<file path="src/inc/lsc_pkg.sv">
package lsc_pkg;
    localparam logic [6:0] ADDR_STRAP_HIGH = 7'h67;
    localparam logic [6:0] ADDR_STRAP_LOW = 7'h18;
    localparam logic [7:0] REG_GENERAL = 8'h10;
    localparam logic [7:0] GEN_RESET = 8'h00;
    localparam int GEN_EXT_CLK_BIT = 6;
    localparam int GEN_DIM_EN_LSB = 3;
    localparam int GEN_OUT_EN_LSB = 0;
    localparam int SYNC_DIVIDE = 32;
    localparam int NUM_SINKS = 3;
    localparam int BYTE_BITS = 8;

    typedef struct packed {
        logic scl;
        logic sda;
    } lsc_bus_t;

    typedef struct packed {
        logic [7:0] addr;
        logic [7:0] data;
    } lsc_wr_t;
endpackage

</file>
<file path="src/rtl/lsc_sync_div.sv">
`timescale 1ns/100ps
// divides the synchronised sync clock into one tick per 32 rising edges
module lsc_sync_div #(
    parameter int DIVIDE = lsc_pkg::SYNC_DIVIDE
) (
    input wire logic clk,
    input wire logic rst,
    input wire logic sync_rise,
    input wire logic clear,
    output logic tick
);
    logic [$clog2(DIVIDE)-1:0] count;
    logic [$clog2(DIVIDE)-1:0] next_count;
    logic next_tick;

    always_comb begin
        next_count = count;
        next_tick = 1'b0;
        if (clear) begin
            next_count = '0;
        end else if (sync_rise) begin
            if (count == $clog2(DIVIDE)'(DIVIDE - 1)) begin
                next_count = '0;
                next_tick = 1'b1;
            end else begin
                next_count = count + 1'b1;
            end
        end
    end

    always_ff @(posedge clk or posedge rst) begin
        if (rst) begin
            count <= '0;
            tick <= 1'b0;
        end else begin
            count <= next_count;
            tick <= next_tick;
        end
    end
endmodule

</file>
<file path="src/rtl/lsc_top.sv">
`timescale 1ns/100ps
// Functional notes
// - gain goes to 3/2 when any enabled sink falls near threshold; disabled ignored
// - enable pin low holds registers at default and outputs disabled
// - timing base comes from sync input only when external-clock bit set
// - external sync clock divided by thirty-two for pwm and step base
// - target address 0x67 with strap high, 0x18 with strap low
// - data falling while clock high is a start
// - data rising while clock high is a stop
// - bus busy from start until the following stop
// - repeated start behaves like a first start
// - data driver changes data only while clock low
// - bytes are eight bits, most significant first
// - device pulls data low for the whole ninth pulse
// - first byte is seven-bit address then direction bit, zero write
// - second byte selects register, third byte is the data
// - external-clock bit one picks sync, zero picks internal
module lsc_top #(
    parameter int SYNC_DIVIDE = lsc_pkg::SYNC_DIVIDE
) (
    input wire logic clk,
    input wire logic rst,
    input wire logic scl_in,
    input wire logic sda_in,
    output logic sda_out,
    output logic sda_oe,
    input wire logic addr_strap,
    input wire logic hardware_enable_reset_pin,
    input wire logic sync_in,
    input wire logic int_tick,
    input wire logic [2:0] led_sink_low,
    output logic [7:0] general_ctrl,
    output logic [2:0] led_sink_output,
    output logic time_tick,
    output logic gain_three_half,
    output logic bus_busy,
    output logic [15:0] reg_write,
    output logic reg_write_valid
);
    ////////////////////////////////////////////////////////////////
    // input synchronisers; first stage is read only by second stage
    logic [3:0] meta;
    logic [3:0] stable;
    lsc_pkg::lsc_bus_t bus;
    lsc_pkg::lsc_bus_t bus_q;
    logic en_q;
    logic sync_q;
    logic [2:0] low_q;
    logic [2:0] low_meta;

    always_ff @(posedge clk or posedge rst) begin
        if (rst) begin
            // sync resets low like its idle pin, so no false edge after reset
            meta <= 4'he;
            stable <= 4'he;
            low_meta <= 3'h0;
            low_q <= 3'h0;
        end else begin
            meta <= {scl_in, sda_in, hardware_enable_reset_pin, sync_in};
            stable <= meta;
            low_meta <= led_sink_low;
            low_q <= low_meta;
        end
    end

    assign bus.scl = stable[3];
    assign bus.sda = stable[2];
    assign en_q = stable[1];
    assign sync_q = stable[0];

    // soft reset: synchronised enable pin low only; async rst is handled on its own
    logic off;
    assign off = !en_q;

    ////////////////////////////////////////////////////////////////
    // edge and condition detection
    logic sync_prev;
    logic start_seen;
    logic stop_seen;
    logic scl_rise;
    logic scl_fall;
    assign start_seen = bus_q.scl && bus.scl && bus_q.sda && !bus.sda;
    assign stop_seen = bus_q.scl && bus.scl && !bus_q.sda && bus.sda;
    assign scl_rise = !bus_q.scl && bus.scl;
    assign scl_fall = bus_q.scl && !bus.scl;

    ////////////////////////////////////////////////////////////////
    // byte receiver state machine
    typedef enum logic [2:0] {
        LSC_IDLE,
        LSC_ADDR,
        LSC_REG,
        LSC_DATA,
        LSC_IGNORE
    } lsc_state_t;

    lsc_state_t state;
    lsc_state_t next_state;
    logic [3:0] bit_cnt;
    logic [3:0] next_bit_cnt;
    logic [7:0] shreg;
    logic [7:0] next_shreg;
    logic [7:0] reg_sel;
    logic [7:0] next_reg_sel;
    logic ack;
    logic next_ack;
    logic next_busy;
    logic [7:0] next_gen;
    logic next_valid;
    logic [15:0] next_write;
    logic [6:0] my_addr;

    ////////////////////////////////////////////////////////////////
    // strap is a pin too, so it gets two flops like the bus
    logic addr_strap_meta;
    logic addr_strap_q;
    assign my_addr = addr_strap_q ? lsc_pkg::ADDR_STRAP_HIGH : lsc_pkg::ADDR_STRAP_LOW;
    always_ff @(posedge clk or posedge rst) begin
        if (rst) begin
            addr_strap_meta <= 1'b0;
            addr_strap_q <= 1'b0;
        end else begin
            addr_strap_meta <= addr_strap;
            addr_strap_q <= addr_strap_meta;
        end
    end

    // read direction is never accepted
    function automatic logic lsc_addr_ok(input logic [7:0] first, input logic [6:0] own);
        return (first[7:1] == own) && !first[0];
    endfunction

    always_comb begin
        next_state = state;
        next_bit_cnt = bit_cnt;
        next_shreg = shreg;
        next_reg_sel = reg_sel;
        next_ack = ack;
        next_busy = bus_busy;
        next_gen = general_ctrl;
        next_valid = 1'b0;
        next_write = reg_write;
        if (start_seen) begin
            next_busy = 1'b1;
            next_state = LSC_ADDR;
            next_bit_cnt = 4'h0;
            next_ack = 1'b0;
        end else if (stop_seen) begin
            next_busy = 1'b0;
            next_state = LSC_IDLE;
            next_ack = 1'b0;
        end else if (state != LSC_IDLE && state != LSC_IGNORE) begin
            if (scl_rise && bit_cnt < 4'(lsc_pkg::BYTE_BITS)) begin
                next_shreg = {shreg[6:0], bus.sda};
                next_bit_cnt = bit_cnt + 4'h1;
            end else if (scl_fall && bit_cnt == 4'(lsc_pkg::BYTE_BITS) && !ack) begin
                // change only while clock low
                case (state)
                    LSC_ADDR: begin
                        // read direction is not supported, so it is not acknowledged
                        if (lsc_addr_ok(shreg, my_addr)) begin
                            next_ack = 1'b1;
                        end else begin
                            next_state = LSC_IGNORE;
                        end
                    end
                    default: next_ack = 1'b1;
                endcase
            end else if (scl_fall && ack) begin
                next_ack = 1'b0;
                next_bit_cnt = 4'h0;
                case (state)
                    LSC_ADDR: next_state = LSC_REG;
                    LSC_REG: begin
                        next_reg_sel = shreg;
                        next_state = LSC_DATA;
                    end
                    LSC_DATA: begin
                        next_valid = 1'b1;
                        next_write = {reg_sel, shreg};
                        if (reg_sel == lsc_pkg::REG_GENERAL) begin
                            next_gen = shreg;
                        end
                        next_state = LSC_IGNORE;
                    end
                    default: next_state = LSC_IGNORE;
                endcase
            end
        end
    end

    always_ff @(posedge clk or posedge rst) begin
        if (rst) begin
            bus_q <= '1;
            sync_prev <= 1'b0;
            state <= LSC_IDLE;
            bit_cnt <= 4'h0;
            shreg <= 8'h00;
            reg_sel <= 8'h00;
            ack <= 1'b0;
            bus_busy <= 1'b0;
            general_ctrl <= lsc_pkg::GEN_RESET;
            reg_write_valid <= 1'b0;
            reg_write <= 16'h0000;
        end else if (off) begin
            bus_q <= bus;
            sync_prev <= sync_q;
            state <= LSC_IDLE;
            bit_cnt <= 4'h0;
            shreg <= 8'h00;
            reg_sel <= 8'h00;
            ack <= 1'b0;
            bus_busy <= 1'b0;
            general_ctrl <= lsc_pkg::GEN_RESET;
            reg_write_valid <= 1'b0;
            reg_write <= 16'h0000;
        end else begin
            bus_q <= bus;
            sync_prev <= sync_q;
            state <= next_state;
            bit_cnt <= next_bit_cnt;
            shreg <= next_shreg;
            reg_sel <= next_reg_sel;
            ack <= next_ack;
            bus_busy <= next_busy;
            general_ctrl <= next_gen;
            reg_write_valid <= next_valid;
            reg_write <= next_write;
        end
    end

    // open drain: only ever drive low
    always_ff @(posedge clk or posedge rst) begin
        if (rst) begin
            sda_oe <= 1'b0;
            sda_out <= 1'b0;
        end else begin
            sda_oe <= next_ack && !off;
            sda_out <= 1'b0;
        end
    end

    ////////////////////////////////////////////////////////////////
    // time base and gain
    logic ext_sel;
    logic ext_tick;
    assign ext_sel = general_ctrl[lsc_pkg::GEN_EXT_CLK_BIT];

    lsc_sync_div #(
        .DIVIDE(SYNC_DIVIDE)
    ) u_div (
        .clk(clk),
        .rst(rst),
        .sync_rise(sync_q && !sync_prev),
        .clear(off || !ext_sel),
        .tick(ext_tick)
    );

    logic [2:0] enabled;
    assign enabled = general_ctrl[lsc_pkg::GEN_OUT_EN_LSB +: lsc_pkg::NUM_SINKS]
        | general_ctrl[lsc_pkg::GEN_DIM_EN_LSB +: lsc_pkg::NUM_SINKS];

    // a disabled sink never votes for the higher gain
    logic [2:0] sink_hit;
    for (genvar i = 0; i < lsc_pkg::NUM_SINKS; i++) begin : g_sink
        assign sink_hit[i] = low_q[i] && enabled[i];
    end

    // internal tick is an input from same-domain oscillator logic
    always_ff @(posedge clk or posedge rst) begin
        if (rst) begin
            time_tick <= 1'b0;
            gain_three_half <= 1'b0;
            led_sink_output <= 3'h0;
        end else begin
            time_tick <= ext_sel ? ext_tick : int_tick;
            // gain only ever resets by enable pin or async rst, like a latched comparator
            gain_three_half <= off ? 1'b0 : (gain_three_half || |sink_hit);
            led_sink_output <= off ? 3'h0 : enabled;
        end
    end
endmodule

</file>
<file path="config.mk">
export PLATFORM = sky130hd
export DESIGN_NAME = lsc_top
export DESIGN_NICKNAME = d
export VERILOG_FILES = /design/src/inc/lsc_pkg.sv /design/src/rtl/lsc_sync_div.sv /design/src/rtl/lsc_top.sv
export SDC_FILE = /design/constraint.sdc
export NUM_CORES = 1
export LEC_CHECK = 0
export BUFFER_PORTS_ARGS = -buffer_cell sky130_fd_sc_hd__buf_2
export CAP_MARGIN = 10
export CELL_PAD_IN_SITES_DETAIL_PLACEMENT = 1
export CELL_PAD_IN_SITES_GLOBAL_PLACEMENT = 2
export CORE_MARGIN = 2
export CORE_UTILIZATION = 34
export CTS_CLUSTER_SIZE = 24
export DETAILED_ROUTE_END_ITERATION = 10
export PLACE_DENSITY = 0.73
export REMOVE_ABC_BUFFERS = 1
export SLEW_MARGIN = 30
export SYNTH_ARGS = -nofsm -noshare
export SYNTH_HDL_FRONTEND = slang
export SYNTH_SLANG_ARGS = --single-unit
export TNS_END_PERCENT = 50
</file>
<file path="constraint.sdc">
create_clock -name clk -period 2.1 [get_ports clk]
set_input_delay 0.105 -clock clk [delete_from_list [all_inputs] [get_ports clk]]
set_output_delay 0.105 -clock clk [all_outputs]
set_load 0.05 [all_outputs]
</file>
# == Yosys cells after proc, flatten, opt, wreduce, memory -nomap -nowiden ==
# Index checks and enable logic that the tools add are counted.
# word_totals
register_bits,81
input_bits,11
out_inout_bits,33
elab_cells,171
# op_classes
addsub,2
n_lt_le_gt_ge,1
eq_ne,28
n_mux,77
n_bitwise,1
n_reduce_logical,38
# op_table
operator,n
$mux 8,22
$mux 16,8
$mux 3,10
$mux 4,7
$mux 1,25
$logic_and 1x1->1,18
$mux 5,3
$reduce_and 7->1,2
$ne 2x1->1 const B,6
$logic_not 1->1,9
$eq 8x5->1 const B,1
$ne 2x2->1 const B,4
$ne 4x1->1 const B,2
$ne 4x4->1 const B,2
$reduce_and 4->1,2
$reduce_and 8->1,1
$eq 7x7->1,1
$mux 7,1
$eq 3x2->1 const B,2
$ne 3x1->1 const B,2
$ne 3x3->1 const B,2
$pmux 3 s2,1
$add 5x1->5 const B,1
$eq 5x5->1 const B,1
other kinds (13),14

# == Depth between registers and ports, before layout ==
# Gate-level depths: netlist of run 1.
# logic_depth
depth_word,11
mapped_depth,7
mapped_depth_nobuf,7

# == Cells and area by module ==
# From an unflattened synthesis of run 1, not the netlist that was laid out.
# hier_totals
hier_cells,310
hier_area_um2,3290.7
# modules_own_cells
module,instances,cells_each,area_per_inst_um2,seq_area_each_um2
lsc_top,1,281,2985.4,1861.8
lsc_sync_div,1,29,305.3,150.1

# == Least setup slack after synthesis of run 1 ==
# OpenSTA, ideal clock, no wires.
# synth_timing
kind,register to register
startpoint,register ack
endpoint,register state[0]
setup_time_ps,125
arrival_time_ps,1804
required_time_ps,1975
path_slack_ps,171
path_stages_with_launch,5
path_buffers,0
period_less_slack_ps,1929
cell_sequence,dfrtp_1 or3_2 a211oi_4 o21bai_2 mux2_4
# synth_between
elab_chain_len,8
word_cells_on_any_way,13
cone_classes,3 x eq/ne; 6 x mux; 4 x reduce/logical
# synth_rtl
item,line,rtl
"start, declared",lsc_top.sv:105,logic ack;
"start signal, assigned",lsc_top.sv:224,ack <= next_ack;
$logic_not 1->1,lsc_top.sv:156,end else if (scl_fall && bit_cnt == 4'(lsc_pkg::BYTE_BITS) && !ack) begin
$logic_and 1x1->1,lsc_top.sv:156,
$mux 3,lsc_top.sv:156,
$mux 3,lsc_top.sv:153,if (scl_rise && bit_cnt < 4'(lsc_pkg::BYTE_BITS)) begin
$mux 3,lsc_top.sv:152,end else if (state != LSC_IDLE && state != LSC_IGNORE) begin
$mux 3,lsc_top.sv:148,end else if (stop_seen) begin
$mux 3,lsc_top.sv:143,if (start_seen) begin
$mux 3,lsc_top.sv:205,end else if (off) begin
"end signal, assigned",lsc_top.sv:220,state <= next_state;
"end, declared",lsc_top.sv:97,lsc_state_t state;
# Several ways; a longest one is shown, not always the timed one. The select of a mux whose other input is x is not followed.
# A chain may end at the register's enable or synchronous reset.

# == Worst setup path in the final report of run 1 ==
# layout_timing
startpoint,register bus_q[1] in the netlist's numbering
endpoint,register state[0]
# layout_between
elab_chain_len,9
word_cells_on_any_way,24
cone_classes,5 x eq/ne; 6 x mux; 13 x reduce/logical
# layout_rtl
item,line,rtl
"start, declared",lsc_top.sv:45,lsc_pkg::lsc_bus_t bus_q;
"start signal, assigned",lsc_top.sv:206,bus_q <= bus;
"start signal, assigned",lsc_top.sv:218,bus_q <= bus;
$logic_and 1x1->1,lsc_top.sv:85,assign scl_fall = bus_q.scl && !bus.scl;
$logic_and 1x1->1 (2 in a row),lsc_top.sv:156,
$mux 3,lsc_top.sv:156,
$mux 3,lsc_top.sv:153,
$mux 3,lsc_top.sv:152,
$mux 3,lsc_top.sv:148,
$mux 3,lsc_top.sv:143,
$mux 3,lsc_top.sv:205,
# Several ways; a longest one is shown, not always the timed one. The select of a mux whose other input is x is not followed.

==> impl.org, run 1 <==
** Clock network
- Clock-pin slew was measured on the worst setup and hold paths at 90 ps.
- Clk_lat worst skew :: 370 ps
- TritonCTS built the clock tree.
- The clock drives 80 sinks.
- Clock H-tree levels :: 3
- CTS Root Cell :: sky130_fd_sc_hd__clkbuf_8
- Number of gates resized after CTS :: 0
- Maximum buffer depth of the clock tree :: 2
- Number of post-CTS setup repair buffers :: 0
- Inserted Clock Buffers :: 9

** Hold path
- Path category of the worst min-delay check :: in -> async

** Power
- Pwr Density :: just over 700 nW/um^2
- Across the VDD grid, the largest voltage drop is 0.303 mV.
- Switching Share :: between 20 and 25%
- The clock network is responsible for 43.1% of the overall power.
- In this run, the combinational gates consume 4.4% of the power.
- The analysis attributes to cell leakage a power of roughly 1.9 nW.
- Internal power consumption :: ~2.3 mW
- Registers are responsible for a little over half of the overall power.
- In this run the power spent charging and discharging nets is 0.687 mW.

** STA
- Setup repair after global routing missed its margin :: false
- Once routing completed, OpenROAD measured the worst setup slack at between 100 and 150 ps.
- Timing would allow up to between 0.5 and 0.6 GHz.
- Final Cycle Share :: about 93%
- Transition at the pin with the smallest max-transition slack :: slightly above 600 ps
- Minimum hold slack :: around 320 ps
- Final clock skew :: around 10 ps
- The worst pin sits at a relative slew slack of 58.6%.
- The final count of hold timing violations is 0.
- The number of pins with negative max-slew slack in the final report is 0.
- Setup violations remaining at the end of the flow were counted as 0.
- The worst path in the final design needs a cycle of between 1500 and 2000 ps, including I/O delays and setup.

** Global routing
- Total routing usage reported by global routing :: 15.6%
- Residual overflow from global routing :: 0
- Entering global routing, the biggest net connects 53 pins.
- Global-route wire length before repair :: about 14000 um
- Initial antenna violation count :: 0
- Number of global-route vias before repair :: ~2600

** Setup path
- Counting cells, the worst reg-to-reg path comes to 5.
- STA classifies the critical path endpoint as a flop.
- Highest-delay cell along the critical path :: sky130_fd_sc_hd__dfstp_2
- Data required, critical path :: roughly 2400 ps
- Capture point of the worst reg-to-reg path :: state[0]
- In this run the critical register-to-register path is launched from bus_q[1].
- Traced cell by cell, the critical path runs through nand2b_1, or3_2, a211oi_4, o21bai_2, mux2_4.
- In this design, the stage delay of the slowest critical-path cell is around 600 ps.
- Kind of start point of the critical path :: flop
- The worst setup path is of the reg -> reg kind.
- In this run the worst path has a maximum fanout of 7.
- For flop-to-flop paths, the worst setup slack is 140 ps.
- STA puts the critical path data arrival time at between 2000 and 2500 ps.

** Detailed routing
- Wires add up to between 7000 and 8000 um.
- For this run, design rule violations remaining after detail routing come to 0.
- Number of optimization iterations in the first detailed-route pass :: 4
- Dividing the detail-routed wire length by the instance count gives ~15 um.
- Number of DRC violations after detailed-routing iteration 0 :: ~100
- In the routed layout, each cell is associated on average with a via count of about 4.9.
- Number of nets still failing antenna checks after routing :: 0
- Via Count :: roughly 2500

** Layout
- Area growth from synthesis to layout :: 22.6%
- At the end of the flow, the number of nets in the layout was a little under 400.
- Leaving out fill and tap cells, the most frequent cell in the layout is sky130_fd_sc_hd__dfrtp_1.
- Top library cells by usage in the layout, fill and taps aside :: sky130_fd_sc_hd__dfrtp_1, sky130_fd_sc_hd__nand2_1, sky130_fd_sc_hd__buf_2, sky130_fd_sc_hd__a21boi_1, sky130_fd_sc_hd__o21ai_0
- 0 antenna diodes ended up in the layout.
- Share of post-route cells with drive strength above 1 :: a little under a quarter
- At the end of the flow the core is filled with cells to between 40 and 50%.

** Place
- Number of port buffers :: 42
- Post-Place Worst Slack :: between 80 and 90 ps
- At the end of routability-driven placement, the weighted congestion stood at ~0.75.
- Once detailed placement completed, the half-perimeter wirelength came to 5070 um.

** Die
- From bottom edge to top edge, the die measures around 100 um.
- In this run the count of I/O pins placed on the die edge is 44.
- The floorplan has 36 rows.
- The die covers approximately 11000 um^2.
- The total area inside the core boundary comes to 9730 um^2.
- Initial core utilization :: 35.0%
- The die is around 100 um wide.

** Synthesis
- Number of synthesized register bits :: 80
- Proportion of synthesized flip-flops having asynchronous set or reset :: 100%
- The synthesized netlist contains 44 unique library cells.
- In the synthesized netlist, the number of instances is about 310.
- Most used DFF post-synth :: sky130_fd_sc_hd__dfrtp_1
- Synthesis warning total :: 0
- Count of flip-flops with a built-in enable after synthesis :: 0
- Average size of a mapped cell :: ~11 um^2
- For this run, the register share of the synthesized area comes to 59.1%.
- Synthesized cell area :: around 3400 um^2

** Flow run
- Number of maximum-capacitance constraint violations :: 0

** Status
- The flow ran to the end, and the final reports show no timing, DRC or antenna violations.
-- logic make-up after synthesis --
logic type	Yosys count	share of synthesized area (%)
adders and majority gates	4	1.47
muxes	12	3.71
buffers and inverters	17	2.02
other	1	0.110
xor gates and xnor gates	2	0.514
and+or+nand+nor	124	18.5
DFF	80	59.1
AOI/OAI and AO/OA	74	14.6
-- flip-flops by register name (all words and copies together), names as in the netlist, 4 cells and up --
signal and flops:
reg_write 16, general_ctrl 8, reg_sel 8, shreg 8, u_div.count 5, bit_cnt 4, meta 4, stable 4
-- through the flow --
step	area [um^2]	std cells	power, mW	TNS [ps]
after global placement	3840	489	1.73	0
final	4170	515	3.01	0
after detailed placement	3840	489	1.73	0
after global routing	4170	515	3.13	0
after floorplan	3350	300	1.68	-4920
after CTS	4170	515	3.07	0
-- power groups by stage --
stage               combinational, mW  clock, mW  sequential (mW)
detailed placement              0.122          0             1.61
floorplan                      0.0631          0             1.62
global placement                0.122          0             1.61
global route                    0.147       1.40             1.58
CTS                             0.136       1.35             1.58
finish                          0.132       1.30             1.58
-- worst max-delay path, delay by kind of cell (launching register included) --
family | cells | cell delay, ps
compound gates | 2 | 330
flops | 1 | 600
mux | 1 | 300
simple gates | 2 | 630
-- Yosys cell counts (2+ instances only) --
library cell / instances / area (um^2)
sky130_fd_sc_hd__dfstp_2: 8 / 210
sky130_fd_sc_hd__nor2_1: 12 / 45.0
sky130_fd_sc_hd__a21boi_0: 11 / 82.6
sky130_fd_sc_hd__nand2b_1: 2 / 12.5
sky130_fd_sc_hd__nor2b_1: 10 / 62.6
sky130_fd_sc_hd__xnor2_1: 2 / 17.5
sky130_fd_sc_hd__nand3_1: 15 / 75.1
sky130_fd_sc_hd__inv_1: 3 / 11.3
sky130_fd_sc_hd__and3b_1: 2 / 17.5
sky130_fd_sc_hd__clkbuf_1: 12 / 45.0
sky130_fd_sc_hd__a31oi_1: 2 / 12.5
sky130_fd_sc_hd__nor3_1: 3 / 15.0
sky130_fd_sc_hd__ha_1: 4 / 50.1
sky130_fd_sc_hd__nand3b_1: 2 / 15.0
sky130_fd_sc_hd__nand4b_1: 3 / 26.3
sky130_fd_sc_hd__mux2i_1: 10 / 100
sky130_fd_sc_hd__nor3b_1: 4 / 30.0
sky130_fd_sc_hd__o21ai_1: 3 / 15.0
sky130_fd_sc_hd__a21oi_1: 10 / 50.1
sky130_fd_sc_hd__or3b_1: 2 / 17.5
sky130_fd_sc_hd__dfrtp_1: 72 / 1800
sky130_fd_sc_hd__o21a_1: 3 / 22.5
sky130_fd_sc_hd__nor4b_1: 3 / 26.3
sky130_fd_sc_hd__o21ai_0: 16 / 80.1
sky130_fd_sc_hd__a21boi_1: 25 / 188
sky130_fd_sc_hd__and3_1: 3 / 18.8
sky130_fd_sc_hd__nand2_1: 55 / 206
-- worst max path at each step --
stage          slack, ps       start         endpoint  cells after the start
6_report             140    bus_q[1]         state[0]                      5
3_5_place_dp          90  bit_cnt[0]         state[0]                      7
4_1_cts               80  bit_cnt[0]         state[0]                      7
2_1_floorplan       -220         ack  general_ctrl[6]                      5
3_3_place_gp         150  bit_cnt[0]         state[0]                      7
5_1_grt               50  bit_cnt[0]         state[0]                      7
-- layout make-up --
cell class	instances	area, um^2
fill	1084	5560
sequential	80	2010
multi-input combinational	217	1330
timing repair buffer	66	428
tap	133	166
clock buffer	10	138
clock inverter	6	92.6
inverter	3	12.5
-- metal layers --
layer	track usage, %	up-vias	part of all wire [%]
met5	0	-	0
li1	-	1202	-
met3	2.88	11	3.0
met4	7.24	0	1.8
met2	24.2	41	46
met1	21.3	1251	49
-- repair_timing --
item,CTS,global route
endpoints found under the hold margin,32,0
hold buffers,10,0
setup endpoints to repair,0,1
(Power assumes the default switching activity.)
==> inputs of run 2 (changes only) <==
Settings changed: ABC_AREA set to 1, CORE_UTILIZATION 34 to 32, PLACE_DENSITY 0.73 to 0.71.
==> run 2 against run 1 <==
Against the previous run:
- sequential power up 3%
- first-iteration DRC count down 18%
- clock skew up 2.4 ps
- critical endpoint is now reg_write[4]
==> impl.org, run 2 <==
** Synthesis
- Number of library cell types mapped by synthesis :: 34
- Yosys instantiated no cell more often than sky130_fd_sc_hd__nand2_1.
- The synthesized design contains 0 enable-type register cells.
- After technology mapping, the gate count stands at 354.
- Average size of a mapped cell :: 9.63 um^2
- Area contributors post-synth :: sky130_fd_sc_hd__dfrtp_1, sky130_fd_sc_hd__nand2_1, sky130_fd_sc_hd__dfstp_2, sky130_fd_sc_hd__inv_1, sky130_fd_sc_hd__o21ai_2
- For this run, asynchronously set or reset flops after synthesis account for 100%.
- The top cell type by area accounts for between 50% and 60% of the synthesized area.
- After synthesis the cells add up to 3410 um^2.
- Number of synthesized register bits :: 80
- Most used DFF post-synth :: sky130_fd_sc_hd__dfrtp_1
- The largest total area in the synthesized netlist belongs to sky130_fd_sc_hd__dfrtp_1.
- By count the netlist is led by sky130_fd_sc_hd__nand2_1, sky130_fd_sc_hd__dfrtp_1, sky130_fd_sc_hd__inv_1.
- Synthesis warning total :: 0
- For this run, the register share of the synthesized area comes to between 50% and 60%.

** Clock network
- Counting the buffers created by CTS gives 9.
- Post-CTS timing repair inserted 0 buffers for setup.
- Clock transition at path regs :: around 90 ps
- For the worst-skew pair, the clock arrives at the later sink with an insertion delay of between 300 and 400 ps.
- The clock tree synthesis step divided the H-tree into 3 levels.
- Clock sinks :: 80
- CTS Root Cell :: sky130_fd_sc_hd__clkbuf_8
- Clock tree from TritonCTS :: done
- Maximum buffer depth of the clock tree :: 2

** Layout
- Top library cells by usage in the layout, fill and taps aside :: sky130_fd_sc_hd__nand2_1, sky130_fd_sc_hd__dfrtp_1, sky130_fd_sc_hd__buf_2, sky130_fd_sc_hd__inv_1, sky130_fd_sc_hd__nor2_1
- Layout filler cell count :: around 1200
- Of the cells placed in the final design, the portion with a size suffix greater than 1 is roughly 25%.
- Inserted Diodes :: 0
- Leaving out fill and tap cells, the most frequent cell in the layout is sky130_fd_sc_hd__nand2_1.
- Number of nets in the finished design :: approximately 430
- The register with the most flip-flops in the layout has 16 of them.
- Area of all sequential standard cells :: between 2000 and 2500 um^2
- Multi-input gate area in the final layout :: 1160 um^2
- Final std cell area, no fill :: around 4000 um^2
- More flip-flops sit in one register than any other, and that register is reg_write.
- Final core utilization :: between 30% and 40%
- Compared with the post-synthesis result, the final layout area differs by 18.6%.

** STA
- Headroom to the max-slew limit came out at between 60% and 70%.
- Clock period minus final worst setup slack :: about 1700 ps
- Final Cycle Share :: between 70% and 80%
- In the final timing run, aggregate negative setup slack is 0 ps.
- Final Max Slew Viols :: 0
- Setup repair after global routing left no endpoint under its margin.
- Setup violations remaining at the end of the flow were counted as 0.
- Final Hold Fails :: 0
- Max Freq :: a little under 0.6 GHz
- For the pin with the worst max-slew slack, the measured transition is approximately 550 ps.
- Final clock skew :: approximately 13 ps

** Die
- The region available for standard cell placement spans 10300 um^2.
- Once the floorplan was initialized, standard cells occupied between 30% and 40% of the core.
- The die is around 110 um wide.
- 44 I/O pins were placed.
- Row generation in the floorplan step produced 37 rows.
- Die outline area :: ~11000 um^2
- Height of the chip :: 107 um

** Setup path
- Of all nets on the critical path, the largest fanout is 23.
- Startpoint of the lowest-slack register-to-register path :: bus_q[1]
- STA classifies the critical path endpoint as a flop.
- In this run the worst setup path terminates at reg_write[4].
- Worst Path Arrival :: approximately 1900 ps
- Data required, critical path :: around 2300 ps
- Capture point of the worst reg-to-reg path :: reg_write[4]
- Reg-to-reg setup timing slack :: about 420 ps
- The critical path starts at bus_q[1].
- Worst R2R Path Depth :: 7
- Kind of start point of the critical path :: flop
- Critical setup path kind :: reg -> reg

** Global routing
- Across every metal layer, demand over resource in global routing totals 14.7%.
- Entering global routing, the biggest net connects between 50 and 60 pins.
- Initial antenna violation count :: 0
- Global-route wire length before repair :: ~13000 um
- Number of global-route vias before repair :: 2595
- For this run the aggregate overflow at the end of global routing stands at 0.

** Detailed routing
- Via Count :: between 2000 and 2500
- Number of nets still failing antenna checks after routing :: 0
- Remaining routing DRC violations :: 0
- In the routed layout, each cell is associated on average with a via count of 4.51.
- Detail-routed net length per standard cell :: between 10 and 15 um
- The final layout contains routed wiring with a total length of between 7000 and 8000 um.
- Number of optimization iterations in the first detailed-route pass :: 4
- Number of DRC violations after detailed-routing iteration 0 :: slightly above 80

** Hold path
- The worst hold path belongs to the class in -> async.

** Place
- Routability congestion estimate :: roughly 0.76
- The HPWL after detailed placement is ~5300 um.
- In this run the cell area measured after placement is around 3700 um^2.
- Number of port buffers :: between 40 and 50

** Power
- Worst supply voltage drop on vdd :: between 0.2 and 0.25 mV
- For this design the static power due to leakage is roughly 2.0 nW.
- Pwr Density :: between 700 and 800 nW/um^2

** Flow run
- Number of maximum-capacitance constraint violations :: 0

** Status
- Result of the run :: complete, no violations
-- run 2: changes by cell type after synthesis, moves of 8 or more --
cell                       before  now
sky130_fd_sc_hd__inv_1          3   37
sky130_fd_sc_hd__nor2b_1       10    0
sky130_fd_sc_hd__mux2i_1       10    0
sky130_fd_sc_hd__a21boi_0      11    0
sky130_fd_sc_hd__o21ai_2        0   15
sky130_fd_sc_hd__a21boi_1      25    0
sky130_fd_sc_hd__nand2_1       55   92
sky130_fd_sc_hd__nand3_1       15   23
sky130_fd_sc_hd__clkbuf_1      12    0
sky130_fd_sc_hd__nor2_1        12   26
-- run 2: cells by family after synthesis --
logic type	Yosys count	synth area share (%)
buffers and inverters	52	7.05
multiplexers	1	0.330
other	1	0.110
XOR/XNOR	2	0.514
AND/OR/NAND/NOR	157	20.5
AO/OA/AOI/OAI	57	11.0
flip-flops	80	59.0
adder cells (fa/ha/maj)	4	1.47
-- run 2: layout make-up --
cell class,instances,share of cell area (%)
clock buffer,10,3.16
clock inverter,6,1.67
inverter,43,4.02
multi-input combinational,222,28.6
sequential,80,49.8
tap,136,4.21
timing repair buffer,55,8.54
-- run 2: worst max-delay path: stages (launching register included) --
cell                      delay [ps]
sky130_fd_sc_hd__dfstp_2         560
sky130_fd_sc_hd__nand2_2          90
sky130_fd_sc_hd__nor2_4          200
sky130_fd_sc_hd__nand4_4         150
sky130_fd_sc_hd__nand2_4         160
sky130_fd_sc_hd__inv_2           210
sky130_fd_sc_hd__nand2_1         140
sky130_fd_sc_hd__o21ai_2          60
-- run 2: per-layer routing --
metal,GRT usage (%),routed length (um),vias up
met5,0,0,-
met4,7.24,149,0
met3,2.61,210,11
met2,23.2,3550,33
met1,19.4,3680,1207
li1,-,-,1240
-- run 2: through the flow --
stage          hold slack [ps]  power [mW]  worst slack (ps)  instances
2_1_floorplan              109        1.85             -43.5        345
3_3_place_gp               172        1.93               417        526
3_5_place_dp               178        1.94               425        526
4_1_cts                    323        3.12               386        552
5_1_grt                    363        3.20               257        552
6_report                   315        3.06               420        552
-- run 2: worst min-delay path by stage --
stage                              start             end  slack, ps  cells past startpoint
4_1_cts                              rst       time_tick        320                      3
2_1_floorplan  hardware_enable_reset_pin         meta[1]        110                      0
5_1_grt                      low_meta[0]        low_q[0]        360                      0
3_5_place_dp                         rst  u_div.count[0]        180                      2
3_3_place_gp                         rst  u_div.count[3]        170                      2
6_report                             rst  u_div.count[4]        320                      3
-- run 2: repair_timing --
| action | CTS | global route |
|---|---|---|
| endpoints found under the hold margin | 30 | 0 |
| hold buffers | 10 | 0 |
| endpoints found under the setup margin | 0 | 0 |
| resized for setup | 0 | 0 |
-- run 2: report_power, final --
| part | leakage, nW | switching [mW] | internal (mW) |
|---|---|---|---|
| clock network | 0.0929 | 0.594 | 0.554 |
| registers | 1.06 | 0.0341 | 1.59 |
| logic | 0.841 | 0.207 | 0.0780 |
